<file path="config.mk">
export PLATFORM = sky130hd
export DESIGN_NAME = serdes_link_status_regs
export DESIGN_NICKNAME = d
export VERILOG_FILES = /design/src/hdl/serdes_link_status_regs.v /design/src/hdl/status_sync.v
export VERILOG_INCLUDE_DIRS = /design/src /design/src/hdl
export SDC_FILE = /design/constraint.sdc
export NUM_CORES = 1
export LEC_CHECK = 0
export BUFFER_PORTS_ARGS = -buffer_cell sky130_fd_sc_hd__buf_2
export CAP_MARGIN = 20
export CORE_MARGIN = 2
export CORE_UTILIZATION = 30
export CTS_CLUSTER_DIAMETER = 150
export CTS_CLUSTER_SIZE = 25
export DETAILED_ROUTE_END_ITERATION = 6
export SLEW_MARGIN = 30
export SYNTH_ARGS = -nofsm -noshare
export SYNTH_HDL_FRONTEND = slang
export SYNTH_SLANG_ARGS = --single-unit
</file>
<file path="constraint.sdc">
create_clock -name CLK -period 2.3 [get_ports CLK]
set_input_delay 0.23 -clock CLK [delete_from_list [all_inputs] [get_ports CLK]]
set_output_delay 0.23 -clock CLK [all_outputs]
set_load 0.01 [all_outputs]
</file>
<file path="src/hdl/serdes_link_status_regs.vh">
// Address map, field positions, reset values and codes of the link status bank
`ifndef SERDES_LINK_STATUS_REGS_VH
`define SERDES_LINK_STATUS_REGS_VH

`define ADDR_W 18
`define DATA_W 8

`define QUAD_A_LINK_STATE_ADDR 18'h30804
`define QUAD_A_ALIGNMENT_STATE_ADDR 18'h30805
`define QUAD_A_TWIN_SYNC_FLAGS_ADDR 18'h30814
`define QUAD_A_LINK_CTRL_ADDR 18'h30820
`define QUAD_B_LINK_STATE_ADDR 18'h30904
`define QUAD_B_ALIGNMENT_STATE_ADDR 18'h30905
`define QUAD_B_TWIN_SYNC_FLAGS_ADDR 18'h30914
`define QUAD_B_LINK_CTRL_ADDR 18'h30920
`define RESERVED_SPARE_ADDR 18'h30933

// Bit numbers follow the byte's own 0..7 numbering; bit n sits on data line n
`define LINK_STATE_C_HI_BIT 4
`define LINK_STATE_C_LO_BIT 5
`define LINK_STATE_D_HI_BIT 6
`define LINK_STATE_D_LO_BIT 7
`define WORD_ALIGNED_C_BIT 2
`define WORD_ALIGNED_D_BIT 3
`define LANE_ALIGNED_C_BIT 6
`define LANE_ALIGNED_D_BIT 7
`define TWIN_FIFO_OVERFLOW_BIT 1
`define TWIN_SYNC_FAILED_BIT 4
`define LINK_MACHINE_SELECT_BIT 7

`define STATUS_RESET 8'h00
`define LINK_STATE_RESET 2'h0

// Link state codes, first printed digit is the upper bit
`define LINK_NO_SYNC 2'h0
`define LINK_SYNC_DONE 2'h2
`define LINK_LOST_CV 2'h1
`define LINK_UNUSED 2'h3

`define SYNC_STAGES 2

`endif

</file>
<file path="src/hdl/serdes_link_status_regs.v">
// Clear-on-read link and alignment status bank for two transceiver quads
//
// Summary of operation
// [RULE1] Status registers read-only, cleared by reading
// [RULE2] Link state codes 00, 10, 01
// [RULE3] C field bits 4:5, D field 6:7
// [RULE4] Word aligned bit set on alignment
// [RULE5] Lane aligned bit set on alignment
// [RULE6] Twin FIFO overflow flag per quad
// [RULE7] Twin sync failed flag per quad
// [RULE8] Select control enables link state machine
// [RULE9] Software uses 18-bit system address
// [RULE10] Event during clearing read stays latched
`timescale 1ns/1ps
`include "serdes_link_status_regs.vh"
module serdes_link_status_regs (
  input wire CLK,
  input wire RST_N,
  input wire CE,
  // System bus slave
  input wire [`ADDR_W-1:0] SYS_ADDR,
  input wire SYS_RD,
  input wire SYS_WR,
  input wire [`DATA_W-1:0] SYS_WDATA,
  output reg [`DATA_W-1:0] SYS_RDATA,
  output reg SYS_RDVALID,
  // Core status, index 0 is quad A, index 1 is quad B
  input wire [3:0] LINK_STATE_CH_C,
  input wire [3:0] LINK_STATE_CH_D,
  input wire [1:0] WORD_ALIGNED_CH_C,
  input wire [1:0] WORD_ALIGNED_CH_D,
  input wire [1:0] LANE_ALIGNED_CH_C,
  input wire [1:0] LANE_ALIGNED_CH_D,
  input wire [1:0] TWIN_FIFO_OVERFLOW,
  input wire [1:0] TWIN_SYNC_FAILED,
  // Link machine select toward the channel logic
  output reg [1:0] LINK_MACHINE_SELECT
);
  localparam RAW_W = 20;

  // ---------------------------------------------------------------
  // Input synchronisation
  // ---------------------------------------------------------------
  wire [RAW_W-1:0] raw_in;
  wire [RAW_W-1:0] sync_out;

  assign raw_in = {TWIN_SYNC_FAILED, TWIN_FIFO_OVERFLOW, LANE_ALIGNED_CH_D,
                   LANE_ALIGNED_CH_C, WORD_ALIGNED_CH_D, WORD_ALIGNED_CH_C,
                   LINK_STATE_CH_D, LINK_STATE_CH_C};

  status_sync #(
    .WIDTH(RAW_W)
  ) u_sync (
    .CLK(CLK),
    .RST_N(RST_N),
    .CE(CE),
    .D(raw_in),
    .Q(sync_out)
  );

  wire [3:0] link_c_s = sync_out[3:0];
  wire [3:0] link_d_s = sync_out[7:4];
  wire [1:0] word_c_s = sync_out[9:8];
  wire [1:0] word_d_s = sync_out[11:10];
  wire [1:0] lane_c_s = sync_out[13:12];
  wire [1:0] lane_d_s = sync_out[15:14];
  wire [1:0] ovfl_s = sync_out[17:16];
  wire [1:0] oos_s = sync_out[19:18];

  // ---------------------------------------------------------------
  // Helpers
  // ---------------------------------------------------------------
  // Sticky bit: a live event beats the clearing read
  function sticky;
    input cur;
    input event_in;
    input clr;
    begin
      sticky = event_in | (cur & ~clr); // [RULE10]
    end
  endfunction

  // Link field: latest meaningful code is held until read
  function [1:0] link_next;
    input [1:0] cur;
    input [1:0] code;
    input enable;
    input clr;
    begin
      if (enable && (code == `LINK_SYNC_DONE || code == `LINK_LOST_CV)) begin
        link_next = code; // [RULE2] [RULE10]
      end else if (clr) begin
        link_next = `LINK_NO_SYNC; // [RULE1]
      end else begin
        link_next = cur;
      end
    end
  endfunction

  // ---------------------------------------------------------------
  // Bus decode
  // ---------------------------------------------------------------
  wire rd_link_a = SYS_RD && (SYS_ADDR == `QUAD_A_LINK_STATE_ADDR); // [RULE9]
  wire rd_link_b = SYS_RD && (SYS_ADDR == `QUAD_B_LINK_STATE_ADDR);
  wire rd_algn_a = SYS_RD && (SYS_ADDR == `QUAD_A_ALIGNMENT_STATE_ADDR);
  wire rd_algn_b = SYS_RD && (SYS_ADDR == `QUAD_B_ALIGNMENT_STATE_ADDR);
  wire rd_twin_a = SYS_RD && (SYS_ADDR == `QUAD_A_TWIN_SYNC_FLAGS_ADDR);
  wire rd_twin_b = SYS_RD && (SYS_ADDR == `QUAD_B_TWIN_SYNC_FLAGS_ADDR);
  wire [1:0] clr_link = {rd_link_b, rd_link_a};
  wire [1:0] clr_algn = {rd_algn_b, rd_algn_a};
  wire [1:0] clr_twin = {rd_twin_b, rd_twin_a};

  // ---------------------------------------------------------------
  // Status storage
  // ---------------------------------------------------------------
  reg [1:0] link_c_reg [0:1];
  reg [1:0] link_d_reg [0:1];
  reg [1:0] word_c_reg, word_d_reg, lane_c_reg, lane_d_reg, ovfl_reg, oos_reg;
  reg [1:0] word_c_next, word_d_next, lane_c_next, lane_d_next, ovfl_next, oos_next;
  reg [1:0] link_c_next [0:1];
  reg [1:0] link_d_next [0:1];
  integer q;
  integer r;

  always @* begin
    for (q = 0; q < 2; q = q + 1) begin
      link_c_next[q] = link_next(link_c_reg[q], link_c_s[2*q +: 2],
                                 LINK_MACHINE_SELECT[q], clr_link[q]); // [RULE8]
      link_d_next[q] = link_next(link_d_reg[q], link_d_s[2*q +: 2],
                                 LINK_MACHINE_SELECT[q], clr_link[q]); // [RULE8]
      word_c_next[q] = sticky(word_c_reg[q], word_c_s[q], clr_algn[q]); // [RULE4]
      word_d_next[q] = sticky(word_d_reg[q], word_d_s[q], clr_algn[q]); // [RULE4]
      lane_c_next[q] = sticky(lane_c_reg[q], lane_c_s[q], clr_algn[q]); // [RULE5]
      lane_d_next[q] = sticky(lane_d_reg[q], lane_d_s[q], clr_algn[q]); // [RULE5]
      ovfl_next[q] = sticky(ovfl_reg[q], ovfl_s[q], clr_twin[q]); // [RULE6]
      oos_next[q] = sticky(oos_reg[q], oos_s[q], clr_twin[q]); // [RULE7]
    end
  end

  always @(posedge CLK or negedge RST_N) begin
    if (!RST_N) begin
      for (r = 0; r < 2; r = r + 1) begin
        link_c_reg[r] <= `LINK_STATE_RESET; // [RULE3]
        link_d_reg[r] <= `LINK_STATE_RESET; // [RULE3]
      end
      word_c_reg <= 2'h0;
      word_d_reg <= 2'h0;
      lane_c_reg <= 2'h0;
      lane_d_reg <= 2'h0;
      ovfl_reg <= 2'h0;
      oos_reg <= 2'h0;
    end else if (CE) begin
      for (r = 0; r < 2; r = r + 1) begin
        link_c_reg[r] <= link_c_next[r];
        link_d_reg[r] <= link_d_next[r];
      end
      word_c_reg <= word_c_next;
      word_d_reg <= word_d_next;
      lane_c_reg <= lane_c_next;
      lane_d_reg <= lane_d_next;
      ovfl_reg <= ovfl_next;
      oos_reg <= oos_next;
    end
  end

  // ---------------------------------------------------------------
  // Control register: only the select bit is implemented
  // ---------------------------------------------------------------
  always @(posedge CLK or negedge RST_N) begin
    if (!RST_N) begin
      LINK_MACHINE_SELECT <= 2'h0; // [RULE8]
    end else if (CE && SYS_WR) begin
      if (SYS_ADDR == `QUAD_A_LINK_CTRL_ADDR) begin
        LINK_MACHINE_SELECT[0] <= SYS_WDATA[`LINK_MACHINE_SELECT_BIT]; // [RULE8]
      end
      if (SYS_ADDR == `QUAD_B_LINK_CTRL_ADDR) begin
        LINK_MACHINE_SELECT[1] <= SYS_WDATA[`LINK_MACHINE_SELECT_BIT]; // [RULE8]
      end
    end
  end

  // ---------------------------------------------------------------
  // Read data assembly
  // ---------------------------------------------------------------
  reg [`DATA_W-1:0] rdata_next;

  always @* begin
    rdata_next = `STATUS_RESET;
    case (SYS_ADDR)
      `QUAD_A_LINK_STATE_ADDR, `QUAD_B_LINK_STATE_ADDR: begin
        // Address bit 8 tells quad B from quad A
        rdata_next[`LINK_STATE_C_HI_BIT] = link_c_reg[SYS_ADDR[8]][1]; // [RULE3]
        rdata_next[`LINK_STATE_C_LO_BIT] = link_c_reg[SYS_ADDR[8]][0]; // [RULE3]
        rdata_next[`LINK_STATE_D_HI_BIT] = link_d_reg[SYS_ADDR[8]][1]; // [RULE3]
        rdata_next[`LINK_STATE_D_LO_BIT] = link_d_reg[SYS_ADDR[8]][0]; // [RULE3]
      end
      `QUAD_A_ALIGNMENT_STATE_ADDR: begin
        rdata_next[`WORD_ALIGNED_C_BIT] = word_c_reg[0];
        rdata_next[`WORD_ALIGNED_D_BIT] = word_d_reg[0];
        rdata_next[`LANE_ALIGNED_C_BIT] = lane_c_reg[0];
        rdata_next[`LANE_ALIGNED_D_BIT] = lane_d_reg[0];
      end
      `QUAD_B_ALIGNMENT_STATE_ADDR: begin
        rdata_next[`WORD_ALIGNED_C_BIT] = word_c_reg[1];
        rdata_next[`WORD_ALIGNED_D_BIT] = word_d_reg[1];
        rdata_next[`LANE_ALIGNED_C_BIT] = lane_c_reg[1];
        rdata_next[`LANE_ALIGNED_D_BIT] = lane_d_reg[1];
      end
      `QUAD_A_TWIN_SYNC_FLAGS_ADDR: begin
        rdata_next[`TWIN_FIFO_OVERFLOW_BIT] = ovfl_reg[0];
        rdata_next[`TWIN_SYNC_FAILED_BIT] = oos_reg[0];
      end
      `QUAD_B_TWIN_SYNC_FLAGS_ADDR: begin
        rdata_next[`TWIN_FIFO_OVERFLOW_BIT] = ovfl_reg[1];
        rdata_next[`TWIN_SYNC_FAILED_BIT] = oos_reg[1];
      end
      `QUAD_A_LINK_CTRL_ADDR: begin
        rdata_next[`LINK_MACHINE_SELECT_BIT] = LINK_MACHINE_SELECT[0];
      end
      `QUAD_B_LINK_CTRL_ADDR: begin
        rdata_next[`LINK_MACHINE_SELECT_BIT] = LINK_MACHINE_SELECT[1];
      end
      default: begin
        rdata_next = `STATUS_RESET;
      end
    endcase
  end

  // Writes to status addresses are ignored, which keeps them read-only
  always @(posedge CLK or negedge RST_N) begin
    if (!RST_N) begin
      SYS_RDATA <= `STATUS_RESET;
      SYS_RDVALID <= 1'b0;
    end else if (CE) begin
      SYS_RDVALID <= SYS_RD;
      if (SYS_RD) begin
        SYS_RDATA <= rdata_next; // [RULE1]
      end
    end
  end
endmodule

</file>
<file path="src/hdl/status_sync.v">
// Two-stage synchroniser for a bus of independent status levels
`timescale 1ns/1ps
module status_sync #(
  parameter WIDTH = 20
) (
  input wire CLK,
  input wire RST_N,
  input wire CE,
  input wire [WIDTH-1:0] D,
  output reg [WIDTH-1:0] Q
);
  reg [WIDTH-1:0] meta_reg;

  always @(posedge CLK or negedge RST_N) begin
    if (!RST_N) begin
      meta_reg <= {WIDTH{1'b0}};
      Q <= {WIDTH{1'b0}};
    end else if (CE) begin
      meta_reg <= D;
      Q <= meta_reg;
    end
  end
endmodule

</file>
**Word level (Yosys, flattened, before mapping)**

Index checks and enable logic that the tools add are counted.
Widths: inputs -> output; s select.

- Register bits after elaboration: 70
- Input port bits: 51
- Output and inout bits: 11
- Word-level logic and storage cells: 107

- $lt $le $gt $ge: 1
- Eq/ne operators: 16
- Muxes and demuxes: 18
- Bitwise logic cells: 29
- Reductions and logical operators: 27

Operators with widths:

| cell | number |
|---|---|
| $eq 18x18->1 const B | 8 |
| $mux 2 | 12 |
| $reduce_and 2->1 | 7 |
| $and 1x1->1 | 12 |
| $or 1x1->1 | 12 |
| $logic_and 1x1->1 | 11 |
| $eq 2x1->1 const B | 4 |
| $eq 2x2->1 const B | 4 |
| $reduce_bool 2->1 | 4 |
| $pmux 1 s3 | 2 |
| $pmux 1 s5 | 1 |
| $logic_or 1x1->1 | 4 |
| $not 1->1 | 4 |
| $pmux 2 s2 | 1 |
| $ge 2x2->1 const B | 1 |
| $not 1->2 | 1 |
| $pmux 1 s2 | 1 |
| $reduce_or 2->1 | 1 |
| $mux 1 | 1 |

**Longest topological paths before layout**

- Depth in word-level cells: 5
- Gate-level depth with buffers: 6
- Gate-level depth less buffers: 4

**Hierarchy**

Synthesis repeated with hierarchy kept, for this count alone.

- Cell total of the unflattened synthesis: 232
- Area, all modules: 3047.9 sq um

Modules (own cells, without submodules):

| module | times used | cells an instance | area an instance (sq um) | seq. area each (sq um) |
|---|---|---|---|---|
| serdes_link_status_regs | 1 | 148 | 1551.5 | 750.7 |
| status_sync | 1 | 84 | 1496.4 | 1001.0 |

**Worst setup path after synthesis**

No wires, ideal clock.

- Kind: input port to flip-flop
- Start: in SYS_ADDR[7]
- End: reg lane_c_reg[0]
- Setup time: 121 ps
- Data arrival time: 2006 ps
- Data required time: 2179 ps
- Slack: 173 ps
- Stages on the path: 4
- Buffers on the path: 0
- Cells stage by stage: or4_4 or4_4 or4b_4 a22o_1

- Cells in the longest elaborated chain, start to end: 5

Ends and longest elaborated chain:

| element | RTL line | text |
|---|---|---|
| start: declaration | serdes_link_status_regs.v:21 | `` input wire [`ADDR_W-1:0] SYS_ADDR, `` |
| $eq 18x18->1 | - |  |
| $logic_and 1x1->1 | serdes_link_status_regs.v:105 | `` wire rd_algn_a = SYS_RD && (SYS_ADDR == `QUAD_A_ALIGNMENT_STATE_ADDR); `` |
| $not 1->1 | serdes_link_status_regs.v:79 | `sticky = event_in \| (cur & ~clr);` |
| $and 1x1->1 | serdes_link_status_regs.v:79 |  |
| $or 1x1->1 | serdes_link_status_regs.v:79 |  |
| end signal: assignment | serdes_link_status_regs.v:159 | `lane_c_reg <= lane_c_next;` |
| end: declaration | serdes_link_status_regs.v:118 | `reg [1:0] word_c_reg, word_d_reg, lane_c_reg, lane_d_reg, ovfl_reg, oos_reg;` |

Every way passes these cells.
A chain may end at the register's enable or synchronous reset.

**Final worst setup path**

- Start: in SYS_ADDR[7]
- End: reg word_d_reg[0]

- Cells in the longest elaborated chain, start to end: 5

Ends and longest elaborated chain:

| element | RTL line | text |
|---|---|---|
| $eq 18x18->1 | - |  |
| $logic_and 1x1->1 | serdes_link_status_regs.v:105 |  |
| $not 1->1 | serdes_link_status_regs.v:79 |  |
| $and 1x1->1 | serdes_link_status_regs.v:79 |  |
| $or 1x1->1 | serdes_link_status_regs.v:79 |  |
| end signal: assignment | serdes_link_status_regs.v:158 | `word_d_reg <= word_d_next;` |
| end: declaration | serdes_link_status_regs.v:118 |  |

Every way passes these cells.

==> run_results.csv <==
group,metric,value,unit
setup_path,slowest_delay,570,ps
yosys,yosysUniqueCellTypes,36,
setup_path,path_cells,"buf_2, or4_4, or4_4, or4b_4, a22o_1",
routing,vias_per_cell,4.82,
finish,layout-drive-gt1-share,0.391,
yosys,ys_top_cells_by_count,"70 x dfrtp_1, 39 x mux2_2, 19 x o21ai_0, 15 x nand2_1, 11 x a22o_1",
die,fp.dieH,105,um
global_routing,grt_pass1_vias,2099,
die,rows,36,
power,powerDensity,721,mW/mm2
routing,first_iter_violations,78,
power,peakVddDrop,0.000330,V
sta,relSlewSlack,0.511,
setup_path,crit_path_start_kind,"input port",
setup_path,arrival,2150,ps
routing,route.detailed.drc,0,
setup_path,r2r_cells,3,
cts,clockBufferDepth,2,
setup_path,required,2520,ps
global_routing,grt_max_degree,68,
sta,fin_crit,1930,ps
yosys,ys.flop_type,"dfrtp_1",
cts,h-tree-depth,3,
yosys,synth_top_cell_area_share,0.575,
setup_path,path_class,"input port to flip-flop",
place,dp_hpwl,4390,um
yosys,ys_ff_latch,70,
global_routing,grt-ovfl-total,0,
die,ios,62,
cts,numCtsBuffers,9,
setup_path,crit_family,"simple AND/OR/NAND/NOR gates",
routing,ant_nets,0,
setup_path,critical_path.slowest_cell,"or4_4",
finish,syn_to_final_growth,21.2,%
finish,nFillCells,984,
yosys,synth_most_common_cell,"dfrtp_1",
cts,clk_pin_slew_worst_paths,70,ps
finish,final_nets,350,
worst_hold_path,holdPathStages,2,
sta,rsz0062_at_grt,"no",
routing,drt_pass1_iterations,4,
worst_hold_path,whs_endpoint,"u_sync.meta_reg[5]",
yosys,synth_edf_count,0,
yosys,synth_cells,243,
yosys,ys_seq_area_frac,0.575,
sta,fin_setup_tns,0,ps
setup_path,r2r_slack,1130,ps
sta,worst_pin_slew,733,ps
place,port_buffers,53,
sta,worst_slack,372,ps
worst_hold_path,holdCritStartpoint,"LINK_STATE_CH_D[1]",
yosys,synth.cell_area,0.00305,mm2
yosys,synth_area_leaders,"dfrtp_1 58%, mux2_2 14%, a22o_1 3.2%",
place,dp_slack,25.0,ps
finish,diodes,0,
worst_hold_path,hold_class,"input port to flip-flop",
setup_path,endpoint_kind,"flip-flop",
die,initial_core_util,0.310,
routing,post_drt_wl_per_cell,14.1,um
sta,slew_viol_final,0,
yosys,synth_nets,294,
yosys,ys_async_sr_fraction,1.00,
global_routing,track_usage,0.119,
power,leakage,0.00163,uW
cts,clock_latency,330,ps
setup_path,crit_fanout,4,
sta,hold_viol_final,0,
routing,vias,2106,
global_routing,grt_pass1_wl,10200,um
setup_path,reg2reg_from,"link_c_reg[3]",
setup_path,crit_buf_inv,1,
yosys,synth.avg_cell_area,12.5,um2
routing,postRouteWirelength,6150,um
yosys,synth_warnings,0,
die,fp.dieArea,0.0110,mm2
setup_path,crit_top_cell,"or4_4",
place,place.gp.congestion,0.811,
status,status,"finished clean",
sta,fin_skew,5.24,ps
cts,cts_tree,"yes",
job,max_cap_violations,0,
cts,cts-root-buf,"clkbuf_8",
die,fp.dieW,105,um
global_routing,antenna_found_initial,0,
cts,numClockSinks,70,
sta,setup_violations,0,
setup_path,r2r-end,"SYS_RDATA[4]",
sta,clock.fmax,0.519,GHz
yosys,yosysTopAreaCell,"dfrtp_1",
sta,fin_crit_sh,0.838,
die,core-area,0.00982,mm2
[power breakdown]
group | total [uW] | leakage, uW | internal (uW) | switching [uW]
Sequential | 1370 | 0.000825 | 1320 | 48.2
Clock | 1070 | 0.000110 | 638 | 432
Combinational | 225 | 0.000700 | 121 | 104
[worst max path at each step]
stage | depth (start not counted) | slack (ps) | startpoint | to
floorplan | 4 | 170 | SYS_ADDR[7] | lane_c_reg[0]
detailed placement | 5 | 20 | SYS_ADDR[7] | word_d_reg[0]
global route | 5 | 340 | SYS_ADDR[7] | word_c_reg[0]
global placement | 5 | 40 | SYS_ADDR[7] | word_c_reg[0]
finish | 5 | 370 | SYS_ADDR[7] | word_d_reg[0]
CTS | 5 | 390 | SYS_ADDR[7] | lane_c_reg[0]
[worst register-to-register path, cell delays in order, from the launching register on]
cell and delay [ps]:
dfrtp_1 410, mux4_2 470, nand3_1 100, o21ai_0 70
[area by class of cell]
type	count	area, um2	area share
tap	133	166	0.0451
inverter	8	30.0	0.00813
clock buffer	12	145	0.0393
sequential	70	1750	0.474
clock inverter	4	70.1	0.0190
multi-input combinational	150	1200	0.324
timing repair buffer	60	333	0.0901
[routing by layer]
metal  share of wire  track usage  up-vias
met1            0.49        0.157     1032
met5               0            0        -
met3           0.061       0.0287        7
li1                -            -     1008
met2            0.43        0.172       59
met4           0.019       0.0800        0
[stage by stage]
stage | util | std cells | hold WS [ps] | cell area [um2] | total power [uW]
2_1_floorplan | - | 243 | -65.6 | 3050 | 1510
3_3_place_gp | 0.353 | 420 | 293 | 3470 | 1610
3_5_place_dp | 0.353 | 420 | 287 | 3470 | 1620
4_1_cts | 0.376 | 437 | 103 | 3690 | 2700
5_1_grt | 0.376 | 437 | 108 | 3690 | 2790
6_report | 0.376 | 437 | 124 | 3690 | 2660
[repair_timing]
action	CTS	global route
setup endpoints to repair	0	0
gates resized for setup	0	0
endpoints found under the hold margin	25	0
hold buffers	1	0
buffers inserted	0	0
[cells by family after synthesis]
kind of cell | Yosys count | share of synthesized area
AO/OA/AOI/OAI | 51 | 0.113
buffers and inverters | 23 | 0.0320
flip-flops | 70 | 0.575
multiplexers | 47 | 0.179
other | 1 | 0.00123
AND/OR/NAND/NOR | 51 | 0.0998
[placed cells by master (no fill, tap or decap), types with 2 or more instances in the layout]
cell type,count
nand2b_1,2
or4_4,2
o211ai_1,8
o21ai_0,19
nand2_1,15
or3_1,4
nand3_1,5
inv_1,8
mux4_2,2
buf_4,5
mux2_2,39
nand4_1,2
clkbuf_1,2
dfrtp_1,70
buf_2,53
a22o_1,11
nand3b_1,5
nor4_1,3
a22oi_1,9
clkbuf_8,10
mux2i_1,6
nor2_1,4
bufinv_16,2
clkinv_2,2
No activity file was read; power rests on OpenSTA's default activity.
